### src/verilog/scg_map.svh
// Register map, field positions, reset values and timing counts for start-up and gain config
// Behaviour
// RQ1 - Stay inactive while supply below threshold
// RQ2 - Hold inactive fixed delay after threshold
// RQ3 - Enable circuitry over fixed interval, then complete
// RQ4 - Set reset flag in status on completion
// RQ5 - Reset flag drives active-low interrupt pin
// RQ6 - Reset interrupt always enabled, never maskable
// RQ7 - Host waits for reset interrupt first
// RQ8 - Without interrupt, host waits fixed timeout
// RQ9 - Host programs timing register after power-up
// RQ10 - Timing register writable only after key
// RQ11 - Host writes key to key register
// RQ12 - Host then writes optimum timing value
// RQ13 - Protected write must directly follow key
// RQ14 - Channel A gain codes 0..5, gains 1..22
// RQ15 - Channel A gain resets to code 0
// RQ16 - Gain 22 only on channel A
// RQ17 - Channel B gain codes 0..4
// RQ18 - Channel B gain resets to code 0
// RQ19 - Voltage gain codes 0..4
// RQ20 - Voltage gain resets to code 0
// RQ21 - Any other access cancels the unlock
`ifndef SCG_MAP_SVH
`define SCG_MAP_SVH

// ****************************************
// Device register offsets
// ****************************************
`define SCG_ADDR_W            10
`define SCG_DATA_W            24
`define SCG_OFS_VOLT_GAIN     10'h007
`define SCG_OFS_CHAN_A_GAIN   10'h008
`define SCG_OFS_CHAN_B_GAIN   10'h009
`define SCG_OFS_UNLOCK_KEY    10'h0fe
`define SCG_OFS_TIMING_CFG    10'h120
`define SCG_OFS_IRQ_STAT_A    10'h22d
`define SCG_OFS_IRQ_STAT_A2   10'h32d

// ****************************************
// Fields and values
// ****************************************
`define SCG_IRQ_RESET_BIT     20
`define SCG_GAIN_RESET        3'h0
`define SCG_GAIN_MAX_A        3'h5
`define SCG_GAIN_MAX_BV       3'h4
`define SCG_KEY_VALUE         8'had
`define SCG_TIMING_OPTIMUM    8'h30
`define SCG_TIMING_RESET      8'h00

// ****************************************
// Host command registers
// ****************************************
`define SCG_HOFS_CTRL         4'h0
`define SCG_HOFS_STATUS       4'h1
`define SCG_HOFS_DEV_ADDR     4'h2
`define SCG_HOFS_DEV_WDATA    4'h3
`define SCG_HOFS_DEV_GO       4'h4
`define SCG_HOFS_DEV_RDATA    4'h5

// ****************************************
// Timing
// ****************************************
`define SCG_CLK_KHZ           125000
`define SCG_HOLD_MS           26
`define SCG_ENABLE_MS         40
`define SCG_HOST_TIMEOUT_MS   100
`define SCG_HOLD_CYC          (`SCG_HOLD_MS * `SCG_CLK_KHZ)
`define SCG_ENABLE_CYC        (`SCG_ENABLE_MS * `SCG_CLK_KHZ)
`define SCG_HOST_TIMEOUT_CYC  (`SCG_HOST_TIMEOUT_MS * `SCG_CLK_KHZ)

`endif

### src/verilog/scg_pkg.sv
// Types shared by both ends of the start-up and gain config link
package scg_pkg;
    typedef logic [9:0]  scg_addr_t;
    typedef logic [23:0] scg_data_t;

    typedef enum logic [1:0] {
        SCG_DEV_OFF    = 2'h0,
        SCG_DEV_HOLD   = 2'h1,
        SCG_DEV_ENABLE = 2'h3,
        SCG_DEV_READY  = 2'h2
    } scg_dev_state_e;

    typedef enum logic [2:0] {
        SCG_HST_WAIT = 3'h0,
        SCG_HST_KEY  = 3'h1,
        SCG_HST_CFG  = 3'h3,
        SCG_HST_CLR  = 3'h2,
        SCG_HST_IDLE = 3'h6
    } scg_host_state_e;
endpackage : scg_pkg

### src/verilog/scg_if.sv
// Register link between the host controller and the metering device
`timescale 1ns/100ps
interface scg_if;
    import scg_pkg::*;
    logic      wr;
    logic      rd;
    scg_addr_t addr;
    scg_data_t wdata;
    scg_data_t rdata;
    logic      rvalid;
    logic      irq_n;

    modport dev  (input wr, rd, addr, wdata, output rdata, rvalid, irq_n);
    modport host (output wr, rd, addr, wdata, input rdata, rvalid, irq_n);
endinterface : scg_if

### src/verilog/scg_device.sv
// Device end: power-up sequencer, unlock key, gain select and interrupt status registers
//
// Strobed register access is this design's own decision.
`timescale 1ns/100ps
`include "scg_map.svh"
module scg_device
    import scg_pkg::*;
#(
    parameter int unsigned HOLD_CYC   = `SCG_HOLD_CYC,
    parameter int unsigned ENABLE_CYC = `SCG_ENABLE_CYC
) (
    input  wire logic  sys_clk,
    input  wire logic  arst_n,
    input  wire logic  supply_ok,
    input  wire logic  sw_reset,
    scg_if.dev         bus,
    output logic [2:0] volt_gain_code,
    output logic [2:0] chan_a_gain_code,
    output logic [2:0] chan_b_gain_code,
    output logic [7:0] timing_cfg,
    output logic       active
);
    // ****************************************
    // Helpers
    // ****************************************
    function automatic logic gain_ok(input logic [2:0] code, input logic [2:0] max_code);
        gain_ok = (code <= max_code);
    endfunction : gain_ok

    // ****************************************
    // Start-up sequencer
    // ****************************************
    scg_dev_state_e state_q;
    scg_dev_state_e state_d;
    logic           tmr_done;
    logic           tmr_clr;
    logic [31:0]    tmr_limit;
    logic           ready;
    logic           reinit;
    logic           startup_done;

    always_comb
    begin
        state_d = state_q;
        case (state_q)
            SCG_DEV_OFF:
                if (supply_ok)
                    state_d = SCG_DEV_HOLD;
            // RQ2 hold-off delay
            SCG_DEV_HOLD:
                if (tmr_done)
                    state_d = SCG_DEV_ENABLE;
            // RQ3 enable interval
            SCG_DEV_ENABLE:
                if (tmr_done)
                    state_d = SCG_DEV_READY;
            SCG_DEV_READY:
                if (sw_reset)
                    state_d = SCG_DEV_ENABLE;
            default:
                state_d = SCG_DEV_OFF;
        endcase
        // RQ1 supply low forces off
        if (!supply_ok)
            state_d = SCG_DEV_OFF;
    end

    always_ff @(posedge sys_clk or negedge arst_n)
    begin
        if (!arst_n)
            state_q <= SCG_DEV_OFF;
        else
            state_q <= state_d;
    end

    // One counter serves both phases; it restarts on every state change
    assign tmr_clr      = (state_q != state_d) || (state_q == SCG_DEV_OFF) || (state_q == SCG_DEV_READY);
    assign tmr_limit    = (state_q == SCG_DEV_HOLD) ? HOLD_CYC : ENABLE_CYC;
    assign startup_done = (state_q == SCG_DEV_ENABLE) && (state_d == SCG_DEV_READY);
    assign ready        = (state_q == SCG_DEV_READY);
    assign reinit       = !ready;
    assign active       = ready;

    scg_timer #(
        .W (32)
    ) u_timer (
        .sys_clk (sys_clk),
        .arst_n  (arst_n),
        .clr     (tmr_clr),
        .limit   (tmr_limit),
        .done    (tmr_done)
    );

    // ****************************************
    // Access decode
    // ****************************************
    logic acc_wr;
    logic acc_rd;
    logic sel_volt;
    logic sel_chan_a;
    logic sel_chan_b;
    logic sel_key;
    logic sel_timing;
    logic sel_irq;
    logic key_hit;
    logic irq_clr;

    // RQ1 traffic ignored while inactive
    assign acc_wr     = bus.wr && ready;
    assign acc_rd     = bus.rd && ready;
    assign sel_volt   = (bus.addr == `SCG_OFS_VOLT_GAIN);
    assign sel_chan_a = (bus.addr == `SCG_OFS_CHAN_A_GAIN);
    assign sel_chan_b = (bus.addr == `SCG_OFS_CHAN_B_GAIN);
    assign sel_key    = (bus.addr == `SCG_OFS_UNLOCK_KEY);
    assign sel_timing = (bus.addr == `SCG_OFS_TIMING_CFG);
    assign sel_irq    = (bus.addr == `SCG_OFS_IRQ_STAT_A) || (bus.addr == `SCG_OFS_IRQ_STAT_A2);
    assign key_hit    = acc_wr && sel_key && (bus.wdata[7:0] == `SCG_KEY_VALUE);
    assign irq_clr    = acc_wr && sel_irq && bus.wdata[`SCG_IRQ_RESET_BIT];

    // ****************************************
    // Gain select registers
    // ****************************************
    logic [2:0] volt_gain_q;
    logic [2:0] chan_a_gain_q;
    logic [2:0] chan_b_gain_q;

    always_ff @(posedge sys_clk or negedge arst_n)
    begin
        if (!arst_n)
        begin
            // RQ15 RQ18 RQ20 gain one
            volt_gain_q   <= `SCG_GAIN_RESET;
            chan_a_gain_q <= `SCG_GAIN_RESET;
            chan_b_gain_q <= `SCG_GAIN_RESET;
        end
        else if (reinit)
        begin
            volt_gain_q   <= `SCG_GAIN_RESET;
            chan_a_gain_q <= `SCG_GAIN_RESET;
            chan_b_gain_q <= `SCG_GAIN_RESET;
        end
        else
        begin
            // RQ19 voltage codes
            if (acc_wr && sel_volt && gain_ok(bus.wdata[2:0], `SCG_GAIN_MAX_BV))
                volt_gain_q <= bus.wdata[2:0];
            // RQ14 channel A codes
            if (acc_wr && sel_chan_a && gain_ok(bus.wdata[2:0], `SCG_GAIN_MAX_A))
                chan_a_gain_q <= bus.wdata[2:0];
            // RQ16 RQ17 no gain 22 on B
            if (acc_wr && sel_chan_b && gain_ok(bus.wdata[2:0], `SCG_GAIN_MAX_BV))
                chan_b_gain_q <= bus.wdata[2:0];
        end
    end

    assign volt_gain_code   = volt_gain_q;
    assign chan_a_gain_code = chan_a_gain_q;
    assign chan_b_gain_code = chan_b_gain_q;

    // ****************************************
    // Protected timing register
    // ****************************************
    logic       unlock_q;
    logic [7:0] timing_q;

    always_ff @(posedge sys_clk or negedge arst_n)
    begin
        if (!arst_n)
            unlock_q <= 1'b0;
        else if (reinit)
            unlock_q <= 1'b0;
        // RQ21 any access re-decides unlock
        else if (acc_wr || acc_rd)
            unlock_q <= key_hit;
    end

    always_ff @(posedge sys_clk or negedge arst_n)
    begin
        if (!arst_n)
            timing_q <= `SCG_TIMING_RESET;
        else if (reinit)
            timing_q <= `SCG_TIMING_RESET;
        // RQ10 RQ13 only straight after key
        else if (acc_wr && sel_timing && unlock_q)
            timing_q <= bus.wdata[7:0];
    end

    assign timing_cfg = timing_q;

    // ****************************************
    // Interrupt status and pin
    // ****************************************
    logic irq_reset_q;

    always_ff @(posedge sys_clk or negedge arst_n)
    begin
        if (!arst_n)
            irq_reset_q <= 1'b0;
        // RQ4 set wins over clear
        else if (startup_done)
            irq_reset_q <= 1'b1;
        else if (reinit || irq_clr)
            irq_reset_q <= 1'b0;
    end

    // RQ5 RQ6 unmasked onto pin
    assign bus.irq_n = !irq_reset_q;

    // ****************************************
    // Read path
    // ****************************************
    scg_data_t rd_mux;
    scg_data_t rdata_q;
    logic      rvalid_q;

    assign rd_mux = sel_volt   ? {21'h0, volt_gain_q}   :
                    sel_chan_a ? {21'h0, chan_a_gain_q} :
                    sel_chan_b ? {21'h0, chan_b_gain_q} :
                    sel_timing ? {16'h0, timing_q}      :
                    sel_irq    ? (24'h1 << `SCG_IRQ_RESET_BIT) & {24{irq_reset_q}} :
                    24'h0;

    always_ff @(posedge sys_clk or negedge arst_n)
    begin
        if (!arst_n)
        begin
            rdata_q  <= 24'h0;
            rvalid_q <= 1'b0;
        end
        else
        begin
            rvalid_q <= acc_rd;
            if (acc_rd)
                rdata_q <= rd_mux;
        end
    end

    assign bus.rdata  = rdata_q;
    assign bus.rvalid = rvalid_q;
endmodule : scg_device

### src/verilog/scg_timer.sv
// Restartable cycle counter for start-up delays and host timeout
`timescale 1ns/100ps
module scg_timer #(
    parameter int unsigned W = 32
) (
    input  wire logic         sys_clk,
    input  wire logic         arst_n,
    input  wire logic         clr,
    input  wire logic [W-1:0] limit,
    output logic              done
);
    logic [W-1:0] count_q;

    assign done = (count_q >= limit);

    always_ff @(posedge sys_clk or negedge arst_n)
    begin
        if (!arst_n)
            count_q <= '0;
        else if (clr)
            count_q <= '0;
        else if (!done)
            count_q <= count_q + 1'b1;
    end
endmodule : scg_timer
### src/flat_wrapper.sv
// flat-port wrapper written by rule: the top's interface ports become plain ports
module scg_device_flat import scg_pkg::*;
#(
    parameter int unsigned HOLD_CYC   = `SCG_HOLD_CYC,
    parameter int unsigned ENABLE_CYC = `SCG_ENABLE_CYC
)
  (sys_clk, arst_n, supply_ok, sw_reset, volt_gain_code, chan_a_gain_code, chan_b_gain_code, timing_cfg, active, bus_wr, bus_rd, bus_addr, bus_wdata, bus_rdata, bus_rvalid, bus_irq_n);
  scg_if bus_i ();
  input  wire logic sys_clk;
  input  wire logic arst_n;
  input  wire logic supply_ok;
  input  wire logic sw_reset;
  output logic [2:0] volt_gain_code;
  output logic [2:0] chan_a_gain_code;
  output logic [2:0] chan_b_gain_code;
  output logic [7:0] timing_cfg;
  output logic active;
  input wire logic [$bits(bus_i.wr)-1:0] bus_wr;
  input wire logic [$bits(bus_i.rd)-1:0] bus_rd;
  input wire logic [$bits(bus_i.addr)-1:0] bus_addr;
  input wire logic [$bits(bus_i.wdata)-1:0] bus_wdata;
  output wire logic [$bits(bus_i.rdata)-1:0] bus_rdata;
  output wire logic [$bits(bus_i.rvalid)-1:0] bus_rvalid;
  output wire logic [$bits(bus_i.irq_n)-1:0] bus_irq_n;
  assign bus_i.wr = bus_wr;
  assign bus_i.rd = bus_rd;
  assign bus_i.addr = bus_addr;
  assign bus_i.wdata = bus_wdata;
  assign bus_rdata = bus_i.rdata;
  assign bus_rvalid = bus_i.rvalid;
  assign bus_irq_n = bus_i.irq_n;
  scg_device #(.HOLD_CYC(HOLD_CYC), .ENABLE_CYC(ENABLE_CYC)) u_core (.sys_clk(sys_clk), .arst_n(arst_n), .supply_ok(supply_ok), .sw_reset(sw_reset), .bus(bus_i), .volt_gain_code(volt_gain_code), .chan_a_gain_code(chan_a_gain_code), .chan_b_gain_code(chan_b_gain_code), .timing_cfg(timing_cfg), .active(active));
endmodule
### config.mk
export PLATFORM = sky130hd
export DESIGN_NAME = scg_device_flat
export DESIGN_NICKNAME = d
export VERILOG_FILES = /design/src/verilog/scg_pkg.sv /design/src/verilog/scg_if.sv /design/src/verilog/scg_device.sv /design/src/verilog/scg_timer.sv /design/src/flat_wrapper.sv
export VERILOG_INCLUDE_DIRS = /design/src /design/src/verilog
export SDC_FILE = /design/constraint.sdc
export NUM_CORES = 1
export LEC_CHECK = 0
export ABC_CLOCK_PERIOD_IN_PS = 6380
export BUFFER_PORTS_ARGS = -buffer_cell sky130_fd_sc_hd__buf_2
export CORE_MARGIN = 3
export CORE_UTILIZATION = 36
export DETAILED_ROUTE_END_ITERATION = 12
export SKIP_CTS_REPAIR_TIMING = 1
export SYNTH_ARGS = -nofsm -noshare
export SYNTH_HDL_FRONTEND = slang
export SYNTH_SLANG_ARGS = --single-unit
export TNS_END_PERCENT = 10
### constraint.sdc
create_clock -name sys_clk -period 6.38 [get_ports sys_clk]
set_input_delay 0 -clock sys_clk [delete_from_list [all_inputs] [get_ports sys_clk]]
set_output_delay 0 -clock sys_clk [all_outputs]
set_load 0.02 [all_outputs]
==> flow_summary.yaml, run 1 <==
cts:
  clk_path_buf_depth: 2
  clock_tree.root_cell: "clkbuf_8"
  insertion_delay_ns: 0.34
  cts_tree: "built"
  path_clk_slew_ns: 0.08
  htreeDepth: 3
  cts_buffers: 9
  clock_sinks: 63
hold_path:
  hp-start: "bus_addr[3]"
  hold_class: "primary input to flop"
worst_setup_path:
  worst-path-buf-inv: 2
  cp_slowest_cell: "dlygate4sd3_1"
  crit_chain: "nor2b_1 -> inv_2 -> ha_1 -> and3b_1 -> a311o_1 -> a311oi_1 -> o211ai_1 -> a31oi_1 -> dlygate4sd3_1"
  worstPathMaxFanout: 9
  critPathRequiredTime_ns: 6.65
  rr_startpoint: "u_core.state_q[0]"
  path_class: "flop to flop"
  slowest_delay_ns: 0.56
  crit_family: "compound AO/OA/AOI/OAI gates"
  worstSetupStartpoint: "u_core.state_q[0]"
  worstPathArrival_ns: 3.47
  setup.worst_path.end_class: "flop"
  cp-start-kind: "flop"
global_routing:
  antenna_found_initial: 0
  grt_pass1_vias: 2460
  grt_pass1_wl_mm: 12.1
  grt_max_degree: 64
  grt.total_usage_pct: 14.7
  overflow: 0
outcome:
  violations: "negative hold slack"
  status: "complete, but fails checks"
sta:
  finalSetupTns_ns: 0
  tightest_slew_ns: 0.805
  max_freq_mhz: 312
  slew-limit-headroom_pct: 46.3
  period_minus_slack_ns: 3.21
  setup_viol: 0
  whs_ns: -0.00890
  rsz0062_at_grt: "false"
  hold_viol_final: 1
  period_share_pct: 50.3
  fin_skew_ns: 0.0133
  drv_slew: 0
synthesis:
  ys_ff_latch: 63
  synth.avg_cell_area_sq_um: 9.52
  seq_area_frac_synth_pct: 48.0
  synth_ff_type: "dfrtp_1"
  yosysWarnings: 0
  synth.cell_area_sq_um: 3280
  synth-async-reset-ratio_pct: 100
  yosysUniqueCellTypes: 52
  syn_inst: 345
  synth_edf_count: 0
die:
  start_util_pct: 37.3
  num_rows: 34
  num_io_pins: 84
  dieArea_sq_um: 10300
  core-area_sq_um: 8810
  die_h_um: 101
  die_width_um: 101
placement:
  hpwlAfterDp_mm: 5.23
  gp_congestion: 0.810
  portBuffers: 53
  dp_cells: 503
  placedInstanceArea_sq_um: 3620
detailed_routing:
  antenna_left: 0
  vias: 2676
  vias_per_cell: 5.05
  firstDrtPassIters: 4
  drt_iter0_drc: 82
  drc: 0
  routed_wl_mm: 7.32
  wl_per_cell_um: 13.8
final_layout:
  stdcell_count: 530
  syn_to_final_growth_pct: 19.3
  num_antenna_cells: 0
  post-route-util_pct: 44.5
  stdcell_area_sq_um: 3920
  layout.nets: 465
  fillerInstances: 870
  drive_above_1_share_pct: 18.2
power_and_ir_drop:
  p_per_area_nw_per_um2: 204
  leakage_nw: 1.78
  worst_ir_drop_vdd_v: 0.000128
job:
  drv_cap: 0
-- metrics by stage --
stage                     setup WS (ns)  total power [mW]
after floorplan                    3.93             0.448
after global placement             3.54             0.469
after detailed placement           3.53             0.469
after CTS                          3.51             0.809
after global routing               2.94             0.838
final                              3.17             0.798
-- worst register-to-register path: stages, from the launching register on --
cell and delay [ns]:
dfrtp_1 0.47, nor2b_1 0.36, inv_2 0.18, ha_1 0.35, and3b_1 0.19, a311o_1 0.30
a311oi_1 0.43, o211ai_1 0.14, a31oi_1 0.17, dlygate4sd3_1 0.56
-- flip-flops by register name (all words and copies together), names as in the netlist --
| name | count |
|---|---|
| u_core.chan_b_gain_code | 3 |
| u_core.u_timer.count_q | 32 |
| u_core.irq_reset_q | 1 |
| u_core.state_q | 2 |
| u_core.unlock_q | 1 |
| u_core.volt_gain_code | 3 |
| u_core.bus.rvalid | 1 |
| u_core.timing_cfg | 8 |
| u_core.chan_a_gain_code | 3 |
| u_core.bus.rdata | 9 |
-- per-layer routing --
layer | GRT usage (%) | wire, um
met5 | 0 | 0
met4 | 5.21 | 112
met3 | 4.06 | 428
met2 | 23.7 | 3410
met1 | 19.0 | 3380
-- cells by family after synthesis --
group	synth area share (%)
other	0.114
multiplexers	3.13
XOR/XNOR	5.60
AND/OR/NAND/NOR	23.3
adder cells (fa/ha/maj)	3.35
buffers and inverters	7.39
flip-flops	48.0
AO/OA/AOI/OAI	9.07
-- final cells by class --
type	count	area, sq um	area share [%]
Tap cell	108	135	3.45
Timing Repair Buffer	66	390	9.97
Clock buffer	10	128	3.26
Multi-Input combinational cell	256	1550	39.5
Clock inverter	6	61.3	1.57
Sequential cell	63	1580	40.3
Inverter	21	78.8	2.01
-- cells in the final DEF (no fill, tap or decap), types with 3 or more instances in the layout --
cell | synthesis | layout
a21oi_1 | 5 | 5
a31oi_1 | 3 | 3
and2_1 | 3 | 3
and4_1 | 6 | 6
buf_2 | 5 | 53
clkbuf_8 | 0 | 9
clkinv_2 | 0 | 3
conb_1 | 1 | 23
dfrtp_1 | 63 | 63
dlygate4sd3_1 | 0 | 11
ha_1 | 8 | 8
inv_1 | 19 | 19
mux2i_1 | 8 | 8
nand2_1 | 24 | 24
nand2b_1 | 3 | 3
nand3_1 | 20 | 20
nand4_1 | 9 | 9
nor2_1 | 42 | 42
nor2b_1 | 3 | 3
nor3_1 | 12 | 12
nor4_1 | 7 | 7
o21ai_0 | 8 | 8
o21ai_1 | 15 | 15
xnor2_1 | 14 | 14
xor2_1 | 7 | 7
-- where the power goes --
group | internal, mW | total, mW | leakage (nW) | switching, mW
sequential | 0.403 | 0.407 | 0.858 | 0.00312
clock | 0.179 | 0.331 | 0.0960 | 0.152
combinational | 0.0194 | 0.0601 | 0.822 | 0.0407
total | 0.602 | 0.798 | 1.78 | 0.196
-- cells in the mapped netlist (all sizes together), types with 2 or more instances --
cell type  instances  area (sq um)
o21ai             23           115
xor2               7          61.3
nand4              9          56.3
or3                2          12.5
nand3             20           100
inv               21          78.8
mux2i              8          80.1
mux2               2          22.5
o211ai             2          15.0
nand2b             3          18.8
nand3b             2          15.0
a311o              2          20.0
or4                2          22.5
nor4b              2          23.8
nor2b              3          18.8
a21oi              5          25.0
buf               20           138
and4               6          52.6
nor3              12          60.1
clkbuf             7          26.3
a31oi              3          18.8
a222oi             2          20.0
nor2              42           158
a41oi              2          17.5
and2               3          18.8
nand2             24          90.1
xnor2             14           123
nor3b              2          15.0
nor4               7          43.8
ha                 8           100
dfrtp             63          1580
-- path summary, 6_finish.rpt --
kind / end / cells after the start / slack, ns
worst min-delay path: u_core.bus.rdata[20] / 3 / -0.009
min in group asynchronous: u_core.bus.rdata[4] / 3 / 0.36
worst max-delay path: u_core.state_q[0] / 9 / 3.17
worst max register to register: u_core.state_q[0] / 9 / 3.17
max in group asynchronous: u_core.u_timer.count_q[15] / 3 / 5.47
worst min register to register: u_core.bus.rdata[2] / 2 / 0.48
(Power assumes the default switching activity.)
==> run 2: changes to the inputs <==
--- a/config.mk
+++ b/config.mk
@@ -6,7 +6,7 @@
 export SDC_FILE = /design/constraint.sdc
 export NUM_CORES = 1
 export LEC_CHECK = 0
-export ABC_CLOCK_PERIOD_IN_PS = 6380
+export ABC_CLOCK_PERIOD_IN_PS = 3150
 export BUFFER_PORTS_ARGS = -buffer_cell sky130_fd_sc_hd__buf_2
 export CORE_MARGIN = 3
 export CORE_UTILIZATION = 36
==> constraint.sdc (replaced) <==
create_clock -name sys_clk -period 3.15 [get_ports sys_clk]
set_input_delay 0 -clock sys_clk [delete_from_list [all_inputs] [get_ports sys_clk]]
set_output_delay 0 -clock sys_clk [all_outputs]
set_load 0.02 [all_outputs]
==> flow_summary.yaml, run 2 (synthesis results as in run 1) <==
outcome:
  status: "finished, final reports clean"
final_layout:
  layout_commonest_cell: "dfrtp_1"
  stdcell_area_sq_um: 3970
  largest_reg_flops: 32
  syn_to_final_growth_pct: 21.0
  largest_register: "u_core.u_timer.count_q"
  fillerInstances: 861
  layout.nets: 467
  drive_above_1_share_pct: 18.9
  num_antenna_cells: 0
  stdcell_count: 532
  layout_common_cells: "63 x dfrtp_1, 53 x buf_2, 42 x nor2_1, 24 x nand2_1, 23 x conb_1"
sta:
  setup_viol: 0
  period_minus_slack_ns: 2.86
  max_freq_mhz: 350
  fin_skew_ns: 0.0121
  hold_viol_final: 0
  tightest_slew_ns: 0.614
  drv_slew: 0
  whs_ns: 0.00839
  finalSetupTns_ns: 0
  slew-limit-headroom_pct: 58.9
  period_share_pct: 90.6
  rsz0062_at_grt: "false"
global_routing:
  grt.total_usage_pct: 14.7
  overflow: 0
  grt_max_degree: 28
  antenna_found_initial: 0
  grt_pass1_vias: 2568
  grt_pass1_wl_mm: 12.1
die:
  num_io_pins: 84
  die_width_um: 101
  start_util_pct: 37.3
  die_h_um: 101
  dieArea_sq_um: 10300
  num_rows: 34
  core-area_sq_um: 8810
cts:
  insertion_delay_ns: 0.35
  cts_tree: "built"
  clk_path_buf_depth: 2
  path_clk_slew_ns: 0.07
  cts_buffers: 9
  clock_tree.root_cell: "clkbuf_8"
  clock_sinks: 63
  htreeDepth: 3
power_and_ir_drop:
  p_per_area_nw_per_um2: 441
  leakage_nw: 1.80
  p_total_mw: 1.75
  worst_ir_drop_vdd_v: 0.000242
detailed_routing:
  antenna_left: 0
  wl_per_cell_um: 14.1
  drt_iter0_drc: 86
  firstDrtPassIters: 4
  drc: 0
  vias: 2710
  routed_wl_mm: 7.52
  vias_per_cell: 5.09
worst_setup_path:
  crit_family: "compound AO/OA/AOI/OAI gates"
  critPathCapture: "u_core.u_timer.count_q[8]"
  worstSetupStartpoint: "u_core.state_q[1]"
  worstPathArrival_ns: 3.13
  cp_slowest_cell: "dfrtp_1"
  critPathRequiredTime_ns: 3.43
  worst-r2r-cell-count: 9
  worst-path-buf-inv: 2
  slowest_delay_ns: 0.46
  cp.depth: 9
  path_class: "flop to flop"
  setup.worst_path.end_class: "flop"
  cp-start-kind: "flop"
  crit_chain: "nor2b_1 -> inv_2 -> ha_1 -> and3b_1 -> a311o_1 -> a311oi_1 -> o211ai_1 -> buf_4 -> nor2_1"
  rr_startpoint: "u_core.state_q[1]"
  reg2reg_slack_ns: 0.29
  worstPathMaxFanout: 24
  reg2reg_to: "u_core.u_timer.count_q[8]"
placement:
  hpwlAfterDp_mm: 5.49
  portBuffers: 53
  placedInstanceArea_sq_um: 3630
  gp_congestion: 0.774
  dp_cells: 505
hold_path:
  hold_class: "primary input to flop"
job:
  drv_cap: 0
-- run 2: how the worst min path moves through the flow --
stage,endpoint,startpoint,slack (ns),cells after the start
4_1_cts,u_core.bus.rdata[2],arst_n,-0.45,1
6_report,u_core.bus.rdata[20],bus_addr[3],0.008,3
5_1_grt,u_core.bus.rdata[20],bus_addr[3],0.02,3
3_3_place_gp,u_core.bus.rdata[4],arst_n,-0.07,1
3_5_place_dp,u_core.bus.rdata[4],arst_n,-0.07,1
2_1_floorplan,u_core.bus.rdata[0],arst_n,-0.30,0
-- run 2: layer usage --
metal,part of all wire (%),track usage [%],vias up
met5,0,0,-
met4,1.4,5.42,0
met3,6.5,4.96,13
met2,46,24.2,92
met1,46,18.0,1280
li1,-,-,1325
-- run 2: final cells by class --
class / instances / area (sq um) / area share, %
flip-flops and latches: 63 / 1580 / 39.7
inverters: 21 / 78.8 / 1.98
well taps: 108 / 135 / 3.40
repair buffers: 68 / 405 / 10.2
multi-input cells: 256 / 1550 / 38.9
clock buffers: 10 / 138 / 3.46
clock inverters: 6 / 92.6 / 2.33
-- run 2: worst register-to-register path, stage by stage, from the launching register on --
cell and delay, ns:
dfrtp_1 0.46, nor2b_1 0.36, inv_2 0.19, ha_1 0.35
and3b_1 0.19, a311o_1 0.31, a311oi_1 0.42, o211ai_1 0.13
buf_4 0.23, nor2_1 0.15
-- run 2: where the power goes --
group	switching [mW]	internal, mW	total, mW
Sequential	0.00458	0.817	0.821
Clock	0.332	0.471	0.803
Combinational	0.0861	0.0408	0.127
-- run 2: per-stage QoR --
step | util [%] | setup WS, ns
after global routing | 45.1 | 0.0732
after detailed placement | 41.2 | 0.343
final | 45.1 | 0.295
after floorplan | - | 0.704
after global placement | 41.2 | 0.417
after CTS | 43.9 | 0.330
==> run 3: changes to the inputs <==
--- a/config.mk
+++ b/config.mk
@@ -11,6 +11,7 @@
 export CORE_MARGIN = 3
 export CORE_UTILIZATION = 36
 export DETAILED_ROUTE_END_ITERATION = 12
+export REMOVE_ABC_BUFFERS = 1
 export SKIP_CTS_REPAIR_TIMING = 1
 export SYNTH_ARGS = -nofsm -noshare
 export SYNTH_HDL_FRONTEND = slang
==> flow_summary.yaml, run 3 (synthesis results as in run 1) <==
outcome:
  status: "complete, but fails checks"
  violations: "negative hold slack"
sta:
  rsz0062_at_grt: "false"
  finalSetupTns_ns: 0
  fin_skew_ns: 0.0145
  whs_ns: -0.00362
  tightest_slew_ns: 1.03
  period_minus_slack_ns: 2.84
  slew-limit-headroom_pct: 31.4
  setup_viol: 0
  hold_viol_final: 1
  fin_ws_ns: 0.310
  period_share_pct: 90.2
  drv_slew: 0
  max_freq_mhz: 352
worst_setup_path:
  worstSetupStartpoint: "u_core.state_q[1]"
  worst-r2r-cell-count: 9
  cp-start-kind: "flop"
  reg2reg_to: "u_core.u_timer.count_q[7]"
  worstPathMaxFanout: 24
  rr_startpoint: "u_core.state_q[1]"
  setup.worst_path.end_class: "flop"
  critPathRequiredTime_ns: 3.41
  worstPathArrival_ns: 3.10
  reg2reg_slack_ns: 0.31
  path_class: "flop to flop"
hold_path:
  hp-start: "bus_addr[3]"
  min_path_cells: 3
  hold_path_end: "u_core.bus.rdata[20]"
  hold_class: "primary input to flop"
placement:
  placedInstanceArea_sq_um: 3620
  portBuffers: 53
  preCtsSetupSlack_ns: 0.342
  gp_congestion: 0.825
  hpwlAfterDp_mm: 5.30
die:
  core-area_sq_um: 8810
  start_util_pct: 37.3
  die_width_um: 101
  num_rows: 34
  dieArea_sq_um: 10300
  die_h_um: 101
  num_io_pins: 84
final_layout:
  layout.nets: 466
  largest_reg_flops: 32
  drive_above_1_share_pct: 18.7
  largest_register: "u_core.u_timer.count_q"
  stdcell_area_sq_um: 3940
  syn_to_final_growth_pct: 20.1
  num_antenna_cells: 0
  post-route-util_pct: 44.8
  layout_commonest_cell: "dfrtp_1"
  layout_common_cells: "63 x dfrtp_1, 53 x buf_2, 42 x nor2_1, 24 x nand2_1, 23 x conb_1"
global_routing:
  grt.total_usage_pct: 14.9
  grt_pass1_wl_mm: 12.2
  antenna_found_initial: 0
  overflow: 0
  grt_pass1_vias: 2516
  grt_max_degree: 46
detailed_routing:
  wl_per_cell_um: 14.0
  vias: 2690
  routed_wl_mm: 7.43
  vias_per_cell: 5.07
  firstDrtPassIters: 4
  drc: 0
  drt_iter0_drc: 133
  antenna_left: 0
cts:
  cts_buffers: 9
  htreeDepth: 3
  cts_tree: "built"
  path_clk_slew_ns: 0.07
  insertion_delay_ns: 0.34
  clk_path_buf_depth: 2
  clock_tree.root_cell: "clkbuf_8"
  clock_sinks: 63
power_and_ir_drop:
  worst_ir_drop_vdd_v: 0.000288
  p_per_area_nw_per_um2: 423
  leakage_nw: 1.78
job:
  drv_cap: 0
## run 3: how the worst max path moves through the flow
stage	endpoint
2_1_floorplan	u_core.u_timer.count_q[10]
3_3_place_gp	u_core.u_timer.count_q[2]
3_5_place_dp	u_core.u_timer.count_q[7]
4_1_cts	u_core.u_timer.count_q[4]
5_1_grt	u_core.u_timer.count_q[4]
6_report	u_core.u_timer.count_q[7]
## run 3: stage by stage
stage / power (mW) / instances
floorplan: 0.892 / 340
global placement: 0.950 / 504
detailed placement: 0.952 / 504
CTS: 1.68 / 520
global route: 1.75 / 531
finish: 1.67 / 531
## run 3: critical path, cell delays in order, from the launching register on
cell	delay [ns]
dfrtp_1	0.47
nor2b_1	0.35
inv_2	0.18
ha_1	0.35
and3b_1	0.19
a311o_1	0.31
a311oi_1	0.39
o211ai_1	0.14
buf_4	0.23
nor2_1	0.14
## run 3: cell type report
cell class	count	area [sq um]
Sequential cell	63	1580
Clock buffer	10	138
Inverter	21	78.8
Fill cell	861	4860
Tap cell	108	135
Timing Repair Buffer	67	398
Clock inverter	6	70.1
Multi-Input combinational cell	256	1550
## run 3: routing by layer
layer	share of wire [%]	up-vias	track usage (%)	wire length [um]
li1	-	1322	-	-
met1	48	1285	20.1	3580
met2	47	81	23.9	3450
met3	5.1	2	3.93	378
met4	0.11	0	3.78	8
met5	0	-	0	0
## run 3: where the power goes
| group | switching, mW | leakage (nW) | total [mW] | internal [mW] |
|---|---|---|---|---|
| combinational | 0.0855 | 0.826 | 0.125 | 0.0400 |
| sequential | 0.00486 | 0.858 | 0.822 | 0.817 |
| clock | 0.330 | 0.0947 | 0.719 | 0.389 |
| total | 0.420 | 1.78 | 1.67 | 1.25 |
